## config.mk

```make
export PLATFORM = sky130hd
export DESIGN_NAME = uif_ctrl
export DESIGN_NICKNAME = d
export VERILOG_FILES = /design/src/shared/uif_pkg.sv /design/src/logic/uif_ctrl.sv
export VERILOG_INCLUDE_DIRS = /design/src /design/src/shared
export SDC_FILE = /design/constraint.sdc
export NUM_CORES = 1
export LEC_CHECK = 0
export BUFFER_PORTS_ARGS = -buffer_cell sky130_fd_sc_hd__clkbuf_2
export CORE_MARGIN = 3
export CORE_UTILIZATION = 50
export CTS_CLUSTER_DIAMETER = 120
export DETAILED_ROUTE_END_ITERATION = 10
export GPL_ROUTABILITY_DRIVEN = 1
export PLACE_DENSITY = 0.76
export SLEW_MARGIN = 30
export SYNTH_ARGS = -nofsm -noshare
export SYNTH_HDL_FRONTEND = slang
export SYNTH_SLANG_ARGS = --single-unit
export TNS_END_PERCENT = 5
```

## constraint.sdc

```tcl
create_clock -name clock_i -period 1.84 [get_ports clock_i]
set_clock_uncertainty 0.05 [all_clocks]
set_input_delay 0.276 -clock clock_i [delete_from_list [all_inputs] [get_ports clock_i]]
set_output_delay 0.276 -clock clock_i [all_outputs]
set_load 0.005 [all_outputs]
```

## src/shared/uif_regs.svh

```systemverilog
// register offsets, field positions, codes and reset values of the uart interrupt/fifo block
// assumes a 3-bit register address and 8-bit data on a plain strobe port
`ifndef UIF_REGS_SVH
`define UIF_REGS_SVH
`define UIF_OFS_DATA 3'h0
`define UIF_OFS_MASK 3'h1
`define UIF_OFS_SRC 3'h2
`define UIF_OFS_EFR 3'h3
`define UIF_OFS_LSR 3'h5
`define UIF_OFS_MSR 3'h6
`define UIF_EFR_ENH 4
`define UIF_EFR_ARTS 6
`define UIF_EFR_ACTS 7
`define UIF_MASK_RTS 6
`define UIF_MASK_CTS 7
`define UIF_CODE_LSR 6'h06
`define UIF_CODE_TOUT 6'h0c
`define UIF_CODE_RX_DMA_REQUEST_PIN 6'h04
`define UIF_CODE_TX_DMA_REQUEST_PIN 6'h02
`define UIF_CODE_MSR 6'h00
`define UIF_CODE_XOFF 6'h10
`define UIF_CODE_FLOW 6'h20
`define UIF_CODE_NONE 6'h01
`define UIF_TRIG_0 5'h01
`define UIF_TRIG_1 5'h04
`define UIF_TRIG_2 5'h08
`define UIF_TRIG_3 5'h0e
`define UIF_FIFO_DEPTH 5'h10
`define UIF_TOUT_CHARS 8'h04
`define UIF_TOUT_BITS 8'h0c
`define UIF_RST_MASK 8'h00
`define UIF_RST_EFR 8'h00
`define UIF_RST_TRIG 2'h0
`endif

```

## src/shared/uif_pkg.sv

```systemverilog
// types of the uart interrupt/fifo block
// assumes uif_regs.svh for the numeric constants
package uif_pkg;
  typedef enum logic [7:0] {
    UIF_SRC_NONE = 8'h01,
    UIF_SRC_LSR = 8'h02,
    UIF_SRC_TOUT = 8'h04,
    UIF_SRC_RX_DMA_REQUEST_PIN = 8'h08,
    UIF_SRC_TX_DMA_REQUEST_PIN = 8'h10,
    UIF_SRC_MSR = 8'h20,
    UIF_SRC_XOFF = 8'h40,
    UIF_SRC_FLOW = 8'h80
  } uif_src_t;
  typedef logic [1:0] uif_trig_t;
endpackage

```

## src/logic/uif_ctrl.sv

```systemverilog
// interrupt prioritisation and fifo control for one uart channel
// assumes data fifos, receiver, transmitter and bit timing live outside; all inputs synchronous
// Function
// RULE_01 - rts rising edge interrupts when enabled
// RULE_02 - cts rising edge interrupts when enabled
// RULE_03 - mask bits 7:6 need enhanced bit 4
// RULE_04 - source read returns highest pending code
// RULE_05 - levels 1-3 codes 06, 0c, 04
// RULE_06 - levels 4-6 codes 02, 00, 10
// RULE_07 - level 7 code 20, idle 01
// RULE_08 - line status errors interrupt, cleared by read
// RULE_09 - timeout after four chars plus twelve bits
// RULE_10 - rx ready while fill at trigger
// RULE_11 - tx ready set at trigger/empty, cleared
// RULE_12 - modem deltas interrupt, cleared by read
// RULE_13 - xoff/special set, cleared per case
// RULE_14 - flow interrupts cleared by modem read
// RULE_15 - bit 0 low when pending
// RULE_16 - bits 4,5 only with enhanced bit
// RULE_17 - bits 7:6 show fifo enable
// RULE_18 - fifo enable gates other setup bits
// RULE_19 - pointer resets self-clear, need enable
// RULE_20 - setup bit 3 selects dma mode
// RULE_21 - tx trigger 1/4/8/14, enhanced only
// RULE_22 - rx trigger 1/4/8/14, default 1
// RULE_23 - irq while any enabled source pends
//
// The strobed register port and the register addresses were chosen for this implementation.
`timescale 1ns/100ps
`include "uif_regs.svh"
module uif_ctrl (
  input wire logic clock_i,
  input wire logic reset_n_i,
  input wire logic [2:0] addr_i,
  input wire logic [7:0] wdata_i,
  input wire logic wr_i,
  input wire logic rd_i,
  output logic [7:0] rdata_o,
  input wire logic [4:0] rx_fill_i,
  input wire logic [4:0] tx_fill_i,
  input wire logic [3:0] line_err_i,
  input wire logic [3:0] modem_delta_i,
  input wire logic [3:0] modem_lines_i,
  input wire logic xoff_det_i,
  input wire logic xon_det_i,
  input wire logic special_det_i,
  input wire logic rx_char_i,
  input wire logic bit_tick_i,
  input wire logic [3:0] char_bits_i,
  input wire logic cts_i,
  input wire logic rts_i,
  output logic irq_o,
  output logic rx_pop_o,
  output logic tx_push_o,
  output logic [7:0] tx_data_o,
  output logic rx_ptr_reset_o,
  output logic tx_ptr_reset_o,
  output logic fifo_en_o,
  output logic rx_dma_request_pin_n_o,
  output logic tx_dma_request_pin_n_o
);
  function automatic logic [4:0] trig_level(input uif_pkg::uif_trig_t code);
    case (code)
      2'h0: trig_level = `UIF_TRIG_0;
      2'h1: trig_level = `UIF_TRIG_1;
      2'h2: trig_level = `UIF_TRIG_2;
      default: trig_level = `UIF_TRIG_3;
    endcase
  endfunction

  logic [7:0] interrupt_mask_reg;
  logic [7:0] enhanced_feature_reg;
  logic fifo_en_reg;
  logic dma_mode_reg;
  uif_pkg::uif_trig_t rx_trig_reg;
  uif_pkg::uif_trig_t tx_trig_reg;
  logic [3:0] line_stat_reg;
  logic [3:0] modem_stat_reg;
  logic tout_reg;
  logic tx_int_reg;
  logic tx_reached_reg;
  logic [4:0] tx_fill_reg;
  logic xoff_reg;
  logic special_reg;
  logic flow_reg;
  logic cts_reg;
  logic rts_reg;
  logic [7:0] tout_cnt_reg;
  uif_pkg::uif_src_t cur_src;
  logic [5:0] cur_code;
  logic enh;
  logic wr_data;
  logic wr_setup;
  logic rd_data;
  logic rd_src;
  logic rd_lsr;
  logic rd_msr;
  logic rx_ready;
  logic [4:0] rx_level;
  logic [4:0] tx_level;
  logic [7:0] tout_limit;
  logic tx_set;
  logic cts_rise;
  logic rts_rise;

  assign enh = enhanced_feature_reg[`UIF_EFR_ENH];
  assign wr_data = wr_i && addr_i == `UIF_OFS_DATA;
  assign wr_setup = wr_i && addr_i == `UIF_OFS_SRC;
  assign rd_data = rd_i && addr_i == `UIF_OFS_DATA;
  assign rd_src = rd_i && addr_i == `UIF_OFS_SRC;
  assign rd_lsr = rd_i && addr_i == `UIF_OFS_LSR;
  assign rd_msr = rd_i && addr_i == `UIF_OFS_MSR;
  assign rx_level = trig_level(rx_trig_reg);
  assign tx_level = trig_level(tx_trig_reg);
  // non-fifo mode behaves as a one-deep fifo with trigger one
  assign rx_ready = fifo_en_reg ? (rx_fill_i >= rx_level) : (rx_fill_i != 5'h00); // see RULE_10
  assign tout_limit = (8'(char_bits_i) << 2) + `UIF_TOUT_BITS; // see RULE_09

  // edges of the flow lines, only counted while auto flow control runs
  assign cts_rise = cts_i && !cts_reg && enhanced_feature_reg[`UIF_EFR_ACTS];
  assign rts_rise = rts_i && !rts_reg && enhanced_feature_reg[`UIF_EFR_ARTS];

  always_ff @(posedge clock_i) begin
    if (!reset_n_i) begin
      cts_reg <= 1'b0;
      rts_reg <= 1'b0;
      tx_fill_reg <= 5'h00;
    end else begin
      cts_reg <= cts_i;
      rts_reg <= rts_i;
      tx_fill_reg <= tx_fill_i;
    end
  end

  // software registers
  always_ff @(posedge clock_i) begin
    if (!reset_n_i) begin
      interrupt_mask_reg <= `UIF_RST_MASK;
      enhanced_feature_reg <= `UIF_RST_EFR;
    end else begin
      if (wr_i && addr_i == `UIF_OFS_MASK) begin
        interrupt_mask_reg <= wdata_i;
      end
      if (wr_i && addr_i == `UIF_OFS_EFR) begin
        enhanced_feature_reg <= wdata_i;
      end
    end
  end

  // fifo setup is write-only; bit 0 low disables and drops the rest of the byte
  always_ff @(posedge clock_i) begin
    if (!reset_n_i) begin
      fifo_en_reg <= 1'b0;
      dma_mode_reg <= 1'b0;
      rx_trig_reg <= `UIF_RST_TRIG;
      tx_trig_reg <= `UIF_RST_TRIG;
      rx_ptr_reset_o <= 1'b0;
      tx_ptr_reset_o <= 1'b0;
    end else begin
      rx_ptr_reset_o <= 1'b0;
      tx_ptr_reset_o <= 1'b0;
      if (wr_setup) begin
        fifo_en_reg <= wdata_i[0]; // see RULE_18
        if (wdata_i[0]) begin
          rx_ptr_reset_o <= wdata_i[1]; // see RULE_19
          tx_ptr_reset_o <= wdata_i[2]; // see RULE_19
          dma_mode_reg <= wdata_i[3]; // see RULE_20
          rx_trig_reg <= wdata_i[7:6]; // see RULE_22
          if (enh) begin
            tx_trig_reg <= wdata_i[5:4]; // see RULE_21
          end
        end
      end
    end
  end

  // sticky line status and modem deltas; a new event beats the clearing read
  always_ff @(posedge clock_i) begin
    if (!reset_n_i) begin
      line_stat_reg <= 4'h0;
      modem_stat_reg <= 4'h0;
    end else begin
      line_stat_reg <= (rd_lsr ? 4'h0 : line_stat_reg) | line_err_i; // see RULE_08
      modem_stat_reg <= (rd_msr ? 4'h0 : modem_stat_reg) | modem_delta_i; // see RULE_12
    end
  end

  // receive timeout: restarts on every character or data read, only armed with data waiting
  always_ff @(posedge clock_i) begin
    if (!reset_n_i) begin
      tout_cnt_reg <= 8'h00;
      tout_reg <= 1'b0;
    end else begin
      if (rx_char_i || rd_data || rx_fill_i == 5'h00) begin
        tout_cnt_reg <= 8'h00;
      end else if (bit_tick_i && tout_cnt_reg != tout_limit) begin
        tout_cnt_reg <= tout_cnt_reg + 8'h01;
      end
      // the timer parks at its limit, so the clearing read must gate the set or it never clears
      if (rx_fill_i != 5'h00 && tout_cnt_reg == tout_limit && !rd_data) begin
        tout_reg <= 1'b1; // see RULE_09
      end else if (rd_data) begin
        tout_reg <= 1'b0;
      end
    end
  end

  // tx ready: falling below trigger, or empty after a reload that never reached it
  assign tx_set = (tx_fill_i < tx_level && tx_fill_reg >= tx_level) ||
                  (tx_fill_i == 5'h00 && tx_fill_reg != 5'h00 && !tx_reached_reg) ||
                  (wr_i && addr_i == `UIF_OFS_MASK && wdata_i[1] &&
                   !interrupt_mask_reg[1] && tx_fill_i == 5'h00);
  always_ff @(posedge clock_i) begin
    if (!reset_n_i) begin
      tx_int_reg <= 1'b0;
      tx_reached_reg <= 1'b0;
    end else begin
      if (tx_set) begin
        tx_int_reg <= 1'b1; // see RULE_11
      end else if (wr_data || (rd_src && cur_src == uif_pkg::UIF_SRC_TX_DMA_REQUEST_PIN)) begin
        tx_int_reg <= 1'b0; // see RULE_11
      end
      if (tx_fill_i >= tx_level) begin
        tx_reached_reg <= 1'b1; // see RULE_21
      end else if (tx_fill_i == 5'h00) begin
        tx_reached_reg <= 1'b0;
      end
    end
  end

  // xoff, special character and flow-line events
  always_ff @(posedge clock_i) begin
    if (!reset_n_i) begin
      xoff_reg <= 1'b0;
      special_reg <= 1'b0;
      flow_reg <= 1'b0;
    end else begin
      if (xoff_det_i) begin
        xoff_reg <= 1'b1; // see RULE_13
      end else if (xon_det_i || (rd_src && cur_src == uif_pkg::UIF_SRC_XOFF)) begin
        xoff_reg <= 1'b0;
      end
      if (special_det_i) begin
        special_reg <= 1'b1; // see RULE_13
      end else if (rx_char_i || (rd_src && cur_src == uif_pkg::UIF_SRC_XOFF)) begin
        special_reg <= 1'b0;
      end
      if (enh && ((cts_rise && interrupt_mask_reg[`UIF_MASK_CTS]) ||
                  (rts_rise && interrupt_mask_reg[`UIF_MASK_RTS]))) begin
        flow_reg <= 1'b1; // see RULE_01 see RULE_02 see RULE_03 see RULE_14
      end else if (rd_msr) begin
        flow_reg <= 1'b0; // see RULE_14
      end
    end
  end

  // priority encoder over enabled sources; lower ones wait until the top one is serviced
  always_comb begin
    if (interrupt_mask_reg[2] && line_stat_reg != 4'h0) begin
      cur_src = uif_pkg::UIF_SRC_LSR; // see RULE_04
    end else if (interrupt_mask_reg[0] && tout_reg) begin
      cur_src = uif_pkg::UIF_SRC_TOUT;
    end else if (interrupt_mask_reg[0] && rx_ready) begin
      cur_src = uif_pkg::UIF_SRC_RX_DMA_REQUEST_PIN;
    end else if (interrupt_mask_reg[1] && tx_int_reg) begin
      cur_src = uif_pkg::UIF_SRC_TX_DMA_REQUEST_PIN;
    end else if (interrupt_mask_reg[3] && modem_stat_reg != 4'h0) begin
      cur_src = uif_pkg::UIF_SRC_MSR;
    end else if (enh && interrupt_mask_reg[5] && (xoff_reg || special_reg)) begin
      cur_src = uif_pkg::UIF_SRC_XOFF; // see RULE_16
    end else if (enh && flow_reg) begin
      cur_src = uif_pkg::UIF_SRC_FLOW; // see RULE_16
    end else begin
      cur_src = uif_pkg::UIF_SRC_NONE;
    end
  end

  always_comb begin
    case (cur_src)
      uif_pkg::UIF_SRC_LSR: cur_code = `UIF_CODE_LSR; // see RULE_05
      uif_pkg::UIF_SRC_TOUT: cur_code = `UIF_CODE_TOUT; // see RULE_05
      uif_pkg::UIF_SRC_RX_DMA_REQUEST_PIN: cur_code = `UIF_CODE_RX_DMA_REQUEST_PIN; // see RULE_05
      uif_pkg::UIF_SRC_TX_DMA_REQUEST_PIN: cur_code = `UIF_CODE_TX_DMA_REQUEST_PIN; // see RULE_06
      uif_pkg::UIF_SRC_MSR: cur_code = `UIF_CODE_MSR; // see RULE_06
      uif_pkg::UIF_SRC_XOFF: cur_code = `UIF_CODE_XOFF; // see RULE_06
      uif_pkg::UIF_SRC_FLOW: cur_code = `UIF_CODE_FLOW; // see RULE_07
      default: cur_code = `UIF_CODE_NONE; // see RULE_07 see RULE_15
    endcase
  end

  // read data one cycle after the strobe; unmapped offsets read zero
  always_ff @(posedge clock_i) begin
    if (!reset_n_i) begin
      rdata_o <= 8'h00;
    end else if (rd_i) begin
      case (addr_i)
        `UIF_OFS_MASK: rdata_o <= interrupt_mask_reg;
        `UIF_OFS_SRC: rdata_o <= {{2{fifo_en_reg}}, cur_code}; // see RULE_17
        `UIF_OFS_EFR: rdata_o <= enhanced_feature_reg;
        `UIF_OFS_LSR: rdata_o <= {3'h0, line_stat_reg, rx_fill_i != 5'h00};
        `UIF_OFS_MSR: rdata_o <= {modem_lines_i, modem_stat_reg};
        default: rdata_o <= 8'h00;
      endcase
    end else begin
      rdata_o <= 8'h00;
    end
  end

  // data strobes toward the external fifos, and the interrupt line
  always_ff @(posedge clock_i) begin
    if (!reset_n_i) begin
      rx_pop_o <= 1'b0;
      tx_push_o <= 1'b0;
      tx_data_o <= 8'h00;
      irq_o <= 1'b0;
      fifo_en_o <= 1'b0;
    end else begin
      rx_pop_o <= rd_data;
      tx_push_o <= wr_data;
      if (wr_data) begin
        tx_data_o <= wdata_i;
      end
      irq_o <= cur_src != uif_pkg::UIF_SRC_NONE; // see RULE_23
      fifo_en_o <= fifo_en_reg;
    end
  end

  // dma pins: single-transfer style in normal mode, block style in dma mode
  always_ff @(posedge clock_i) begin
    if (!reset_n_i) begin
      rx_dma_request_pin_n_o <= 1'b1;
      tx_dma_request_pin_n_o <= 1'b1;
    end else if (dma_mode_reg && fifo_en_reg) begin
      rx_dma_request_pin_n_o <= !(rx_ready || tout_reg); // see RULE_20
      tx_dma_request_pin_n_o <= tx_fill_i == `UIF_FIFO_DEPTH; // see RULE_20
    end else begin
      rx_dma_request_pin_n_o <= rx_fill_i == 5'h00;
      tx_dma_request_pin_n_o <= tx_fill_i != 5'h00;
    end
  end

  chk_src_idle: assert property (@(posedge clock_i) disable iff (!reset_n_i) // see RULE_15
    rd_src && cur_src == uif_pkg::UIF_SRC_NONE |=> rdata_o[5:0] == `UIF_CODE_NONE)
    else $error("idle source code wrong");
  chk_lsr_first: assert property (@(posedge clock_i) disable iff (!reset_n_i) // see RULE_04
    rd_src && interrupt_mask_reg[2] && line_stat_reg != 4'h0 |=> rdata_o[5:0] == `UIF_CODE_LSR)
    else $error("line status not top priority");
  chk_fifo_bits: assert property (@(posedge clock_i) disable iff (!reset_n_i) // see RULE_17
    rd_src |=> rdata_o[7:6] == {2{$past(fifo_en_reg)}})
    else $error("fifo enable bits wrong");
  chk_setup_gate: assert property (@(posedge clock_i) disable iff (!reset_n_i) // see RULE_18
    wr_setup && !wdata_i[0] |=> !fifo_en_reg && $stable(rx_trig_reg) && !rx_ptr_reset_o)
    else $error("setup write without enable took effect");
  chk_reset_pulse: assert property (@(posedge clock_i) disable iff (!reset_n_i) // see RULE_19
    rx_ptr_reset_o && !wr_setup |=> !rx_ptr_reset_o)
    else $error("pointer reset not self clearing");
  chk_tx_trig: assert property (@(posedge clock_i) disable iff (!reset_n_i) // see RULE_21
    wr_setup && !enh |=> $stable(tx_trig_reg))
    else $error("tx trigger changed without enhanced bit");
  chk_lsr_clear: assert property (@(posedge clock_i) disable iff (!reset_n_i) // see RULE_08
    rd_lsr && line_err_i == 4'h0 |=> line_stat_reg == 4'h0)
    else $error("line status not cleared by read");
  chk_flow_clear: assert property (@(posedge clock_i) disable iff (!reset_n_i) // see RULE_14
    rd_msr && !cts_rise && !rts_rise |=> !flow_reg)
    else $error("flow interrupt not cleared by modem read");
  chk_cts_edge: assert property (@(posedge clock_i) disable iff (!reset_n_i) // see RULE_02
    enh && interrupt_mask_reg[7] && cts_rise |=> flow_reg)
    else $error("cts edge lost");
  chk_irq_line: assert property (@(posedge clock_i) disable iff (!reset_n_i) // see RULE_23
    cur_src != uif_pkg::UIF_SRC_NONE |=> irq_o)
    else $error("irq not raised");
  chk_tx_clear: assert property (@(posedge clock_i) disable iff (!reset_n_i) // see RULE_11
    wr_data && !tx_set |=> !tx_int_reg)
    else $error("tx ready not cleared by data write");
  chk_tout_clear: assert property (@(posedge clock_i) disable iff (!reset_n_i) // see RULE_09
    rd_data |=> !tout_reg)
    else $error("timeout not cleared by data read");
endmodule

```

Yosys cells after proc, flatten, opt, wreduce, memory -nomap -nowiden --
Cells that the tools add are included. W data, S select, Z words.
Storage, ports and cells: register bits 75, bits of input ports 48, output and inout port bits 24
Cells by class: mux-type cells 28, reductions and logical operators 72, bitwise logic cells 3, order comparisons 4, $add $sub $neg 2, eq/ne operators 20
Operator list (number):
- $mux W8 | 7
- $pmux W6 S7 | 1
- $pmux W8 S5 | 1
- $logic_and A1 B1 Y1 | 35
- $pmux W4 S3 | 2
- $ge A5 B5 Y1 | 3
- $mux W1 | 15
- $reduce_bool A5 Y1 | 3
- $reduce_bool A2 Y1 | 6
- $logic_not A5 Y1 | 2
- $logic_or A1 B1 Y1 | 10
- $add A8 B1 Y8 const B | 1
- $eq A8 B2 Y1 const B | 1
- $eq A8 B3 Y1 const B | 1
- $eq A8 B4 Y1 const B | 1
- $eq A8 B5 Y1 const B | 1
- $eq A8 B6 Y1 const B | 1
- $eq A8 B7 Y1 | 1
- $eq A8 B7 Y1 const B | 1
- $eq A8 B8 Y1 const B | 1
- $mux W4 | 2
- $ne A8 B1 Y1 const B | 1
- $ne A8 B7 Y1 | 1
- $or A4 B4 Y4 | 2
- other kinds (16) | 29

Depth between registers and ports, before layout --
Gate-level depths: netlist of run 1.
word-level depth 13, depth in mapped cells 7

Least setup slack after synthesis of run 1 --
No wires, ideal clock.
path type flip-flop to flip-flop, start reg rx_trig_reg[1], end reg irq_o, buffers on the path 0, stages on the path, launching flop included 8, library setup time 0.120 ns, data required time 1.670 ns, clock period less this slack 1.762 ns, arrival 1.592 ns, path slack 0.078 ns, cells stage by stage dfxtp_1 nand2_1 ha_1 and4b_2 o21ai_0 a31oi_1 nand3b_4 o31a_1
On the way: word-level cells in the longest chain between the ends 9
RTL lines:
- start: declaration | line uif_ctrl.sv:75 | uif_pkg::uif_trig_t rx_trig_reg;
- start signal: assignment | line uif_ctrl.sv:155 | rx_trig_reg <= `UIF_RST_TRIG;
- start signal: assignment | line uif_ctrl.sv:168 | rx_trig_reg <= wdata_i[7:6];
- $eq A2 B2 Y1, or another cell as far along | line uif_ctrl.sv:63 | case (code)
- $pmux W4 S3 (*) | line uif_ctrl.sv:63
- $ge A5 B5 Y1 (*) | line uif_ctrl.sv:116 | assign rx_ready = fifo_en_reg ? (rx_fill_i >= rx_level) : (rx_fill_i != 5'h00);
- $mux W1 (*) | line uif_ctrl.sv:116
- $logic_and A1 B1 Y1 (*) | line uif_ctrl.sv:263 | end else if (interrupt_mask_reg[0] && rx_ready) begin
- $mux W8 (*) | line uif_ctrl.sv:263
- $mux W8 (*) | line uif_ctrl.sv:261 | end else if (interrupt_mask_reg[0] && tout_reg) begin
- $mux W8 (*) | line uif_ctrl.sv:259 | if (interrupt_mask_reg[2] && line_stat_reg != 4'h0) begin
- $ne A8 B1 Y1 (*) | line uif_ctrl.sv:323 | irq_o <= cur_src != uif_pkg::UIF_SRC_NONE;
- end signal: assignment | line uif_ctrl.sv:323
- end: declaration | line uif_ctrl.sv:52 | output logic irq_o,
Mark *: on every way between the ends. The rest lies on a longest branch, timed or not. A chain may end at the register's enable or synchronous reset.

Worst setup path after layout of run 1 --
start reg line_stat_reg[3], end reg special_reg
On the way: word-level cells in the longest chain between the ends 7
RTL lines:
- start: declaration | line uif_ctrl.sv:77 | logic [3:0] line_stat_reg;
- start signal: assignment | line uif_ctrl.sv:183 | line_stat_reg <= (rd_lsr ? 4'h0 : line_stat_reg) | line_err_i;
- $reduce_bool A4 Y1 | line uif_ctrl.sv:259
- $logic_and A1 B1 Y1 | line uif_ctrl.sv:259
- $mux W8 | line uif_ctrl.sv:259
- $eq A8 B7 Y1 | line uif_ctrl.sv:245 | end else if (rx_char_i || (rd_src && cur_src == uif_pkg::UIF_SRC_XOFF)) begin
- $logic_and A1 B1 Y1 | line uif_ctrl.sv:245
- $logic_or A1 B1 Y1 | line uif_ctrl.sv:245
- $reduce_bool A2 Y1 (no line)
- end signal: assignment | line uif_ctrl.sv:235 | special_reg <= 1'b0;
- end signal: assignment | line uif_ctrl.sv:244 | special_reg <= 1'b1;
- end signal: assignment | line uif_ctrl.sv:246 | special_reg <= 1'b0;
- end: declaration | line uif_ctrl.sv:84 | logic special_reg;
Every way passes these cells.

==> impl_metrics.yaml, run 1 <==
yosys:
  synth_top_cell_by_area: "dfxtp_1"
  seq_area_frac_synth_pct: 41.3
  synth.top_cell.area_share_pct: 41.3
  synth.area.top_cells: "dfxtp_1 41%, nand2_1 9.6%, a21boi_0 5.8%"
  ys_ff_latch: 75
  syn_area_per_cell_um2: 8.44
  syn_nets: 494
  syn-instance-count: 431
  ys_types: 59
  synth_enable_flop_cells: 0
  synthesis.area_um2: 3640
  synthArstFlopShare_pct: 0
  yosysWarnings: 0
  synth_ff_type: "dfxtp_1"
finish:
  area.sequential_um2: 1510
  drive_gt1_share_pct: 26.0
  final_cells: 627
  final_cell_mix: "92 x nand2_1, 72 x dfxtp_1, 71 x clkbuf_2"
  fillers: 621
  multi_input_area_um2: 2040
  area_growth_syn_to_layout_pct: 25.1
  antenna_cells: 0
  fin_nets: 589
  layout_commonest_cell: "nand2_1"
power:
  combPwrFrac_pct: 10.7
  clockPowerShare_pct: 41.6
  seq_power_share_pct: 47.7
  power_mw: 3.57
  leakage_nw: 1.91
  p_int_mw: 2.66
  switching_share_pct: 25.5
  p_sw_mw: 0.910
  vdd_drop_max_mv: 0.490
  p_per_area_nw_per_um2: 784
sta:
  setup_tns_ps: 0
  min_period_over_period_pct: 98.1
  max_freq_mhz: 554
  tightest_slew_ps: 499
  fin_crit_ps: 1800
  slew_headroom_pct: 66.5
  setup_viol: 0
  hold_viol_final: 0
  slew_violations: 0
  layout_setup_ws_ps: 35.4
clocking:
  clock_sinks: 75
  clk_latency_ps: 350
  htreeDepth: 3
  numCtsBuffers: 9
  root_buffer: "clkbuf_8"
  cts_tree: "built"
  clock_path_buffers: 2
  clk_pin_slew_ps: 90
setup_path:
  reg2reg_slack_ps: 40
  startpoint: "line_stat_reg[3]"
  timing.critical_path.buf_inv: 0
  path_max_fanout: 3
  cpMaxStageDelayCell: "o41a_1"
  cpPeakStageDelay_ps: 480
  path_delay_family: "compound AO/OA/AOI/OAI gates"
  start_kind: "register"
  critical_path.cell_chain: "o41a_1 -> nor2b_4 -> nand2_2 -> or3_1 -> o221a_2"
  rr_startpoint: "line_stat_reg[3]"
  r2r_cells: 5
  worst_setup_path_end_kind: "register"
  cp_data_arrival_time_ps: 2000
  crit_type: "register to register"
  cp.required_ps: 2040
  rr_endpoint: "special_reg"
die:
  dieArea_um2: 8330
  ios: 72
  rows: 30
  coreArea_um2: 6910
  start_util_pct: 52.7
  fp.dieW_um: 91.3
  die_y_um: 91.3
global_route:
  grt_max_degree: 40
  antenna_found_initial: 0
  grt_pass1_wl_mm: 16.0
  gr-total-overflow: 0
  grt_use_total_pct: 24.0
  grt_pass1_vias: 3416
worst_hold_path:
  hold_path_startpoint: "modem_delta_i[3]"
  hp-class: "input pin to register"
  holdPathEnd: "modem_stat_reg[3]"
  holdPathStages: 3
route:
  avgRoutedWirePerCell_um: 15.6
  firstDrtPassIters: 4
  final_antenna_net_count: 0
  first_iter_violations: 223
  viasPerCell: 5.57
  drt_wl_total_mm: 9.75
  route.vias.total: 3493
  drc: 0
placed_design:
  dp_cells: 607
  gp_congestion: 0.895
  dp_slack_ps: -130
  io_buffers: 71
  hpwl_mm: 7.37
job:
  drv_cap: 0
outcome:
  status: "finished clean"
==> power groups by stage <==
stage | Clock [mW] | Sequential (mW) | Combinational [mW]
floorplan | 0 | 1.73 | 0.201
global placement | 0 | 1.74 | 0.350
detailed placement | 0 | 1.74 | 0.365
CTS | 1.49 | 1.70 | 0.371
global route | 1.58 | 1.71 | 0.422
finish | 1.48 | 1.70 | 0.382
==> metal layers <==
layer,vias up,track usage (%),wire length (um)
met3,21,5.22,559
met5,-,0,0
li1,1695,-,-
met2,121,37.8,4590
met4,0,9.42,197
met1,1656,32.0,4400
==> synth_stat cells, drive strengths merged (3+ instances only) <==
| cell type | n |
|---|---|
| a21boi | 28 |
| a21o | 3 |
| a21oi | 26 |
| a22oi | 4 |
| a31oi | 4 |
| and2 | 11 |
| and3 | 6 |
| buf | 5 |
| clkbuf | 12 |
| dfxtp | 75 |
| ha | 15 |
| inv | 18 |
| mux2i | 12 |
| nand2 | 93 |
| nand2b | 6 |
| nand3 | 13 |
| nand4 | 4 |
| nor2 | 15 |
| nor2b | 15 |
| nor3 | 5 |
| nor3b | 5 |
| o21ai | 11 |
| o22ai | 5 |
| xor2 | 4 |
==> worst register-to-register path: stages (launching register included) <==
cell and delay, ps:
dfxtp_2 340, o41a_1 480, nor2b_4 150, nand2_2 70, or3_1 360, o221a_2 260
==> how the worst max path moves through the flow <==
stage | to | slack, ps | cells past startpoint
2_1_floorplan | irq_o | 80 | 7
3_3_place_gp | irq_o | -80 | 6
3_5_place_dp | rdata_o[0] | -130 | 8
4_1_cts | special_reg | 8 | 5
5_1_grt | special_reg | -0.3 | 5
6_report | special_reg | 40 | 5
==> final cells by class <==
cell class                      instances  area share, %
Clock buffer                           10           3.03
Clock inverter                          6           2.09
Inverter                               18           1.49
Multi-Input combinational cell        321           44.9
Sequential cell                        75           33.1
Tap cell                               96           2.64
Timing Repair Buffer                  101           12.8
==> kinds of logic after synthesis <==
logic type / synth area share, %
and+or+nand+nor: 26.0
AOI/OAI and AO/OA: 18.6
DFF: 41.3
buffers and inverters: 3.82
adders and majority gates: 5.16
muxes: 3.92
xor gates and xnor gates: 1.20
==> timing repair <==
item / 4_1_cts / 5_1_grt
pin swaps: 1 / 4
gates resized for setup: 4 / 8
buffers inserted: 0 / 4
hold buffers: 0 / 0
cloned: 0 / 0
setup endpoints to repair: 8 / 8
==> metrics by stage <==
| stage | hold slack [ps] | cell area [um2] | util [%] |
|---|---|---|---|
| final | 81.5 | 4550 | 65.9 |
| after global routing | 82.7 | 4550 | 65.9 |
| after CTS | 69.5 | 4490 | 64.9 |
| after detailed placement | 410 | 4240 | 61.3 |
| after global placement | 402 | 4240 | 61.3 |
| after floorplan | 343 | 3640 | - |
Power figures use the tool's default switching activity.
==> run 2: changes to the inputs <==
- CORE_ASPECT_RATIO: not set -> 2
- PLACE_DENSITY: 0.76 -> 0.85
==> run 2 against run 1 <==
Effect of this change: routed wire length is 4.6% higher; power is 7.7% higher; critical path type unchanged; global-route usage is 1.8 points higher; final cell count stayed put; critical path depth stayed put; first-iteration DRC count is 20% higher; sequential share of layout area is 0.77 points lower; worst hold slack better by 27 ps.
==> impl_metrics.yaml, run 2 (synthesis results as in run 1) <==
clocking:
  numCtsBuffers: 9
  clock_sinks: 75
  clock_path_buffers: 2
  cts_hold_buf: 0
  root_buffer: "clkbuf_16"
  clk_latency_ps: 330
  cts_tree: "built"
  htreeDepth: 3
  clk_pin_slew_ps: 50
finish:
  final_area_um2: 4650
  final_cell_mix: "92 x nand2_1, 73 x dfxtp_1, 71 x clkbuf_2"
  drive_gt1_share_pct: 26.3
  layout_commonest_cell: "nand2_1"
  antenna_cells: 0
  fin_nets: 596
  area_growth_syn_to_layout_pct: 27.9
global_route:
  grt_util_met2_pct: 45.8
  grt_pass1_vias: 3561
  antenna_found_initial: 0
  gr-total-overflow: 0
  grt_max_degree: 54
  met1_usage_pct: 26.3
  grt_use_total_pct: 25.8
  grt_pass1_wl_mm: 16.4
  top_usage_layer: "met2"
  grt_use_met3_pct: 3.81
setup_path:
  crit_type: "register to register"
  start_kind: "register"
  cpPeakStageDelay_ps: 510
  cp.required_ps: 2010
  timing.critical_path.buf_inv: 0
  rr_startpoint: "line_stat_reg[3]"
  rr_endpoint: "special_reg"
  r2r_cells: 5
  cpMaxStageDelayCell: "o41a_1"
  worst_setup_path_end_kind: "register"
  path_delay_family: "compound AO/OA/AOI/OAI gates"
  path_max_fanout: 3
  cp_data_arrival_time_ps: 2000
  critical_path.cell_chain: "o41a_1 -> nor2b_4 -> nand2_2 -> or3_1 -> o221a_2"
  reg2reg_slack_ps: 6
sta:
  hold_viol_final: 0
  layout_setup_ws_ps: 6.35
  rsz0062_at_grt: "yes"
  min_period_over_period_pct: 99.7
  slew_headroom_pct: 48.4
  tightest_slew_ps: 767
  max_freq_mhz: 545
  fin_crit_ps: 1830
  worst_hold_slack_ps: 108
  slew_violations: 0
  setup_tns_ps: 0
  setup_viol: 0
worst_hold_path:
  holdPathEnd: "modem_stat_reg[3]"
  hold_path_startpoint: "modem_delta_i[3]"
  hp-class: "input pin to register"
  holdPathStages: 3
route:
  firstDrtPassIters: 4
  final_antenna_net_count: 0
  viasPerCell: 5.60
  avgRoutedWirePerCell_um: 16.3
  drt_wl_total_mm: 10.2
  drc: 0
  first_iter_violations: 268
  route.vias.total: 3514
power:
  p_sw_mw: 0.869
  switching_share_pct: 22.6
  leakage_nw: 1.97
  p_per_area_nw_per_um2: 826
  p_int_mw: 2.97
  seq_power_share_pct: 44.3
  clockPowerShare_pct: 45.2
  combPwrFrac_pct: 10.5
  vdd_drop_max_mv: 0.521
die:
  start_util_pct: 52.0
  coreArea_um2: 6990
  dieArea_um2: 8400
  ios: 72
  rows: 43
  die_y_um: 127
  fp.dieW_um: 66.3
outcome:
  status: "finished clean"
job:
  drv_cap: 0
placed_design:
  dp_slack_ps: -171
  io_buffers: 71
  hpwl_mm: 7.87
  dpl-instance-area_um2: 4300
  gp_congestion: 0.950
## run 2: cell count changes in the layout (fill, tap and decap cells not counted), moves of 2 or more
| cell | delta |
|---|---|
| inv_6 | -2 |
| buf_4 | +6 |
| clkbuf_1 | +2 |
| clkinv_4 | -2 |
| clkbuf_16 | +9 |
| clkbuf_8 | -8 |
## run 2: what timing repair did
item,CTS,global route
endpoints found under the hold margin,0,0
setup endpoints to repair,8,8
cloned,0,0
pin swaps,1,3
resized for setup,6,5
setup buffers,1,1
## run 2: how the worst max path moves through the flow
stage,cells after the start,to,slack (ps),startpoint
final,5,special_reg,6,line_stat_reg[3]
after detailed placement,7,rdata_o[1],-170,rx_trig_reg[1]
after global placement,6,irq_o,-90,rx_fill_i[4]
after global routing,5,special_reg,-30,line_stat_reg[3]
after CTS,7,irq_o,20,rx_trig_reg[1]
after floorplan,7,irq_o,80,rx_trig_reg[1]
## run 2: cell type report
type	instances	area, um2
clock buffers	13	260
clock inverters	2	35.0
fillers	587	2340
inverters	18	67.6
multi-input cells	321	2040
flip-flops and latches	75	1500
well taps	90	113
repair buffers	108	637
## run 2: layer usage
metal	share of wire, %	vias to the layer above	routed length, um
li1	-	1706	-
met1	37	1641	3780
met2	53	124	5370
met3	4.2	43	429
met4	6.1	0	622
met5	0	-	0
## run 2: worst reg2reg max path: cells and delay by family (launching register included)
kind | cells | cell delay, ps
simple gates | 3 | 590
compound gates | 2 | 760
flops | 1 | 320
## run 2: power by group through the flow
stage / registers (mW) / logic (mW) / clock network, mW
after floorplan: 1.73 / 0.201 / 0
after global placement: 1.74 / 0.375 / 0
after global routing: 1.71 / 0.446 / 1.82
after detailed placement: 1.74 / 0.388 / 0
after CTS: 1.70 / 0.395 / 1.76
final: 1.70 / 0.405 / 1.74
## run 2: per-stage QoR
step | utilization, % | std cells | total power [mW]
floorplan | - | 431 | 1.93
global placement | 61.4 | 610 | 2.11
detailed placement | 61.4 | 610 | 2.12
CTS | 66.0 | 626 | 3.86
global route | 66.5 | 627 | 3.97
finish | 66.5 | 627 | 3.84
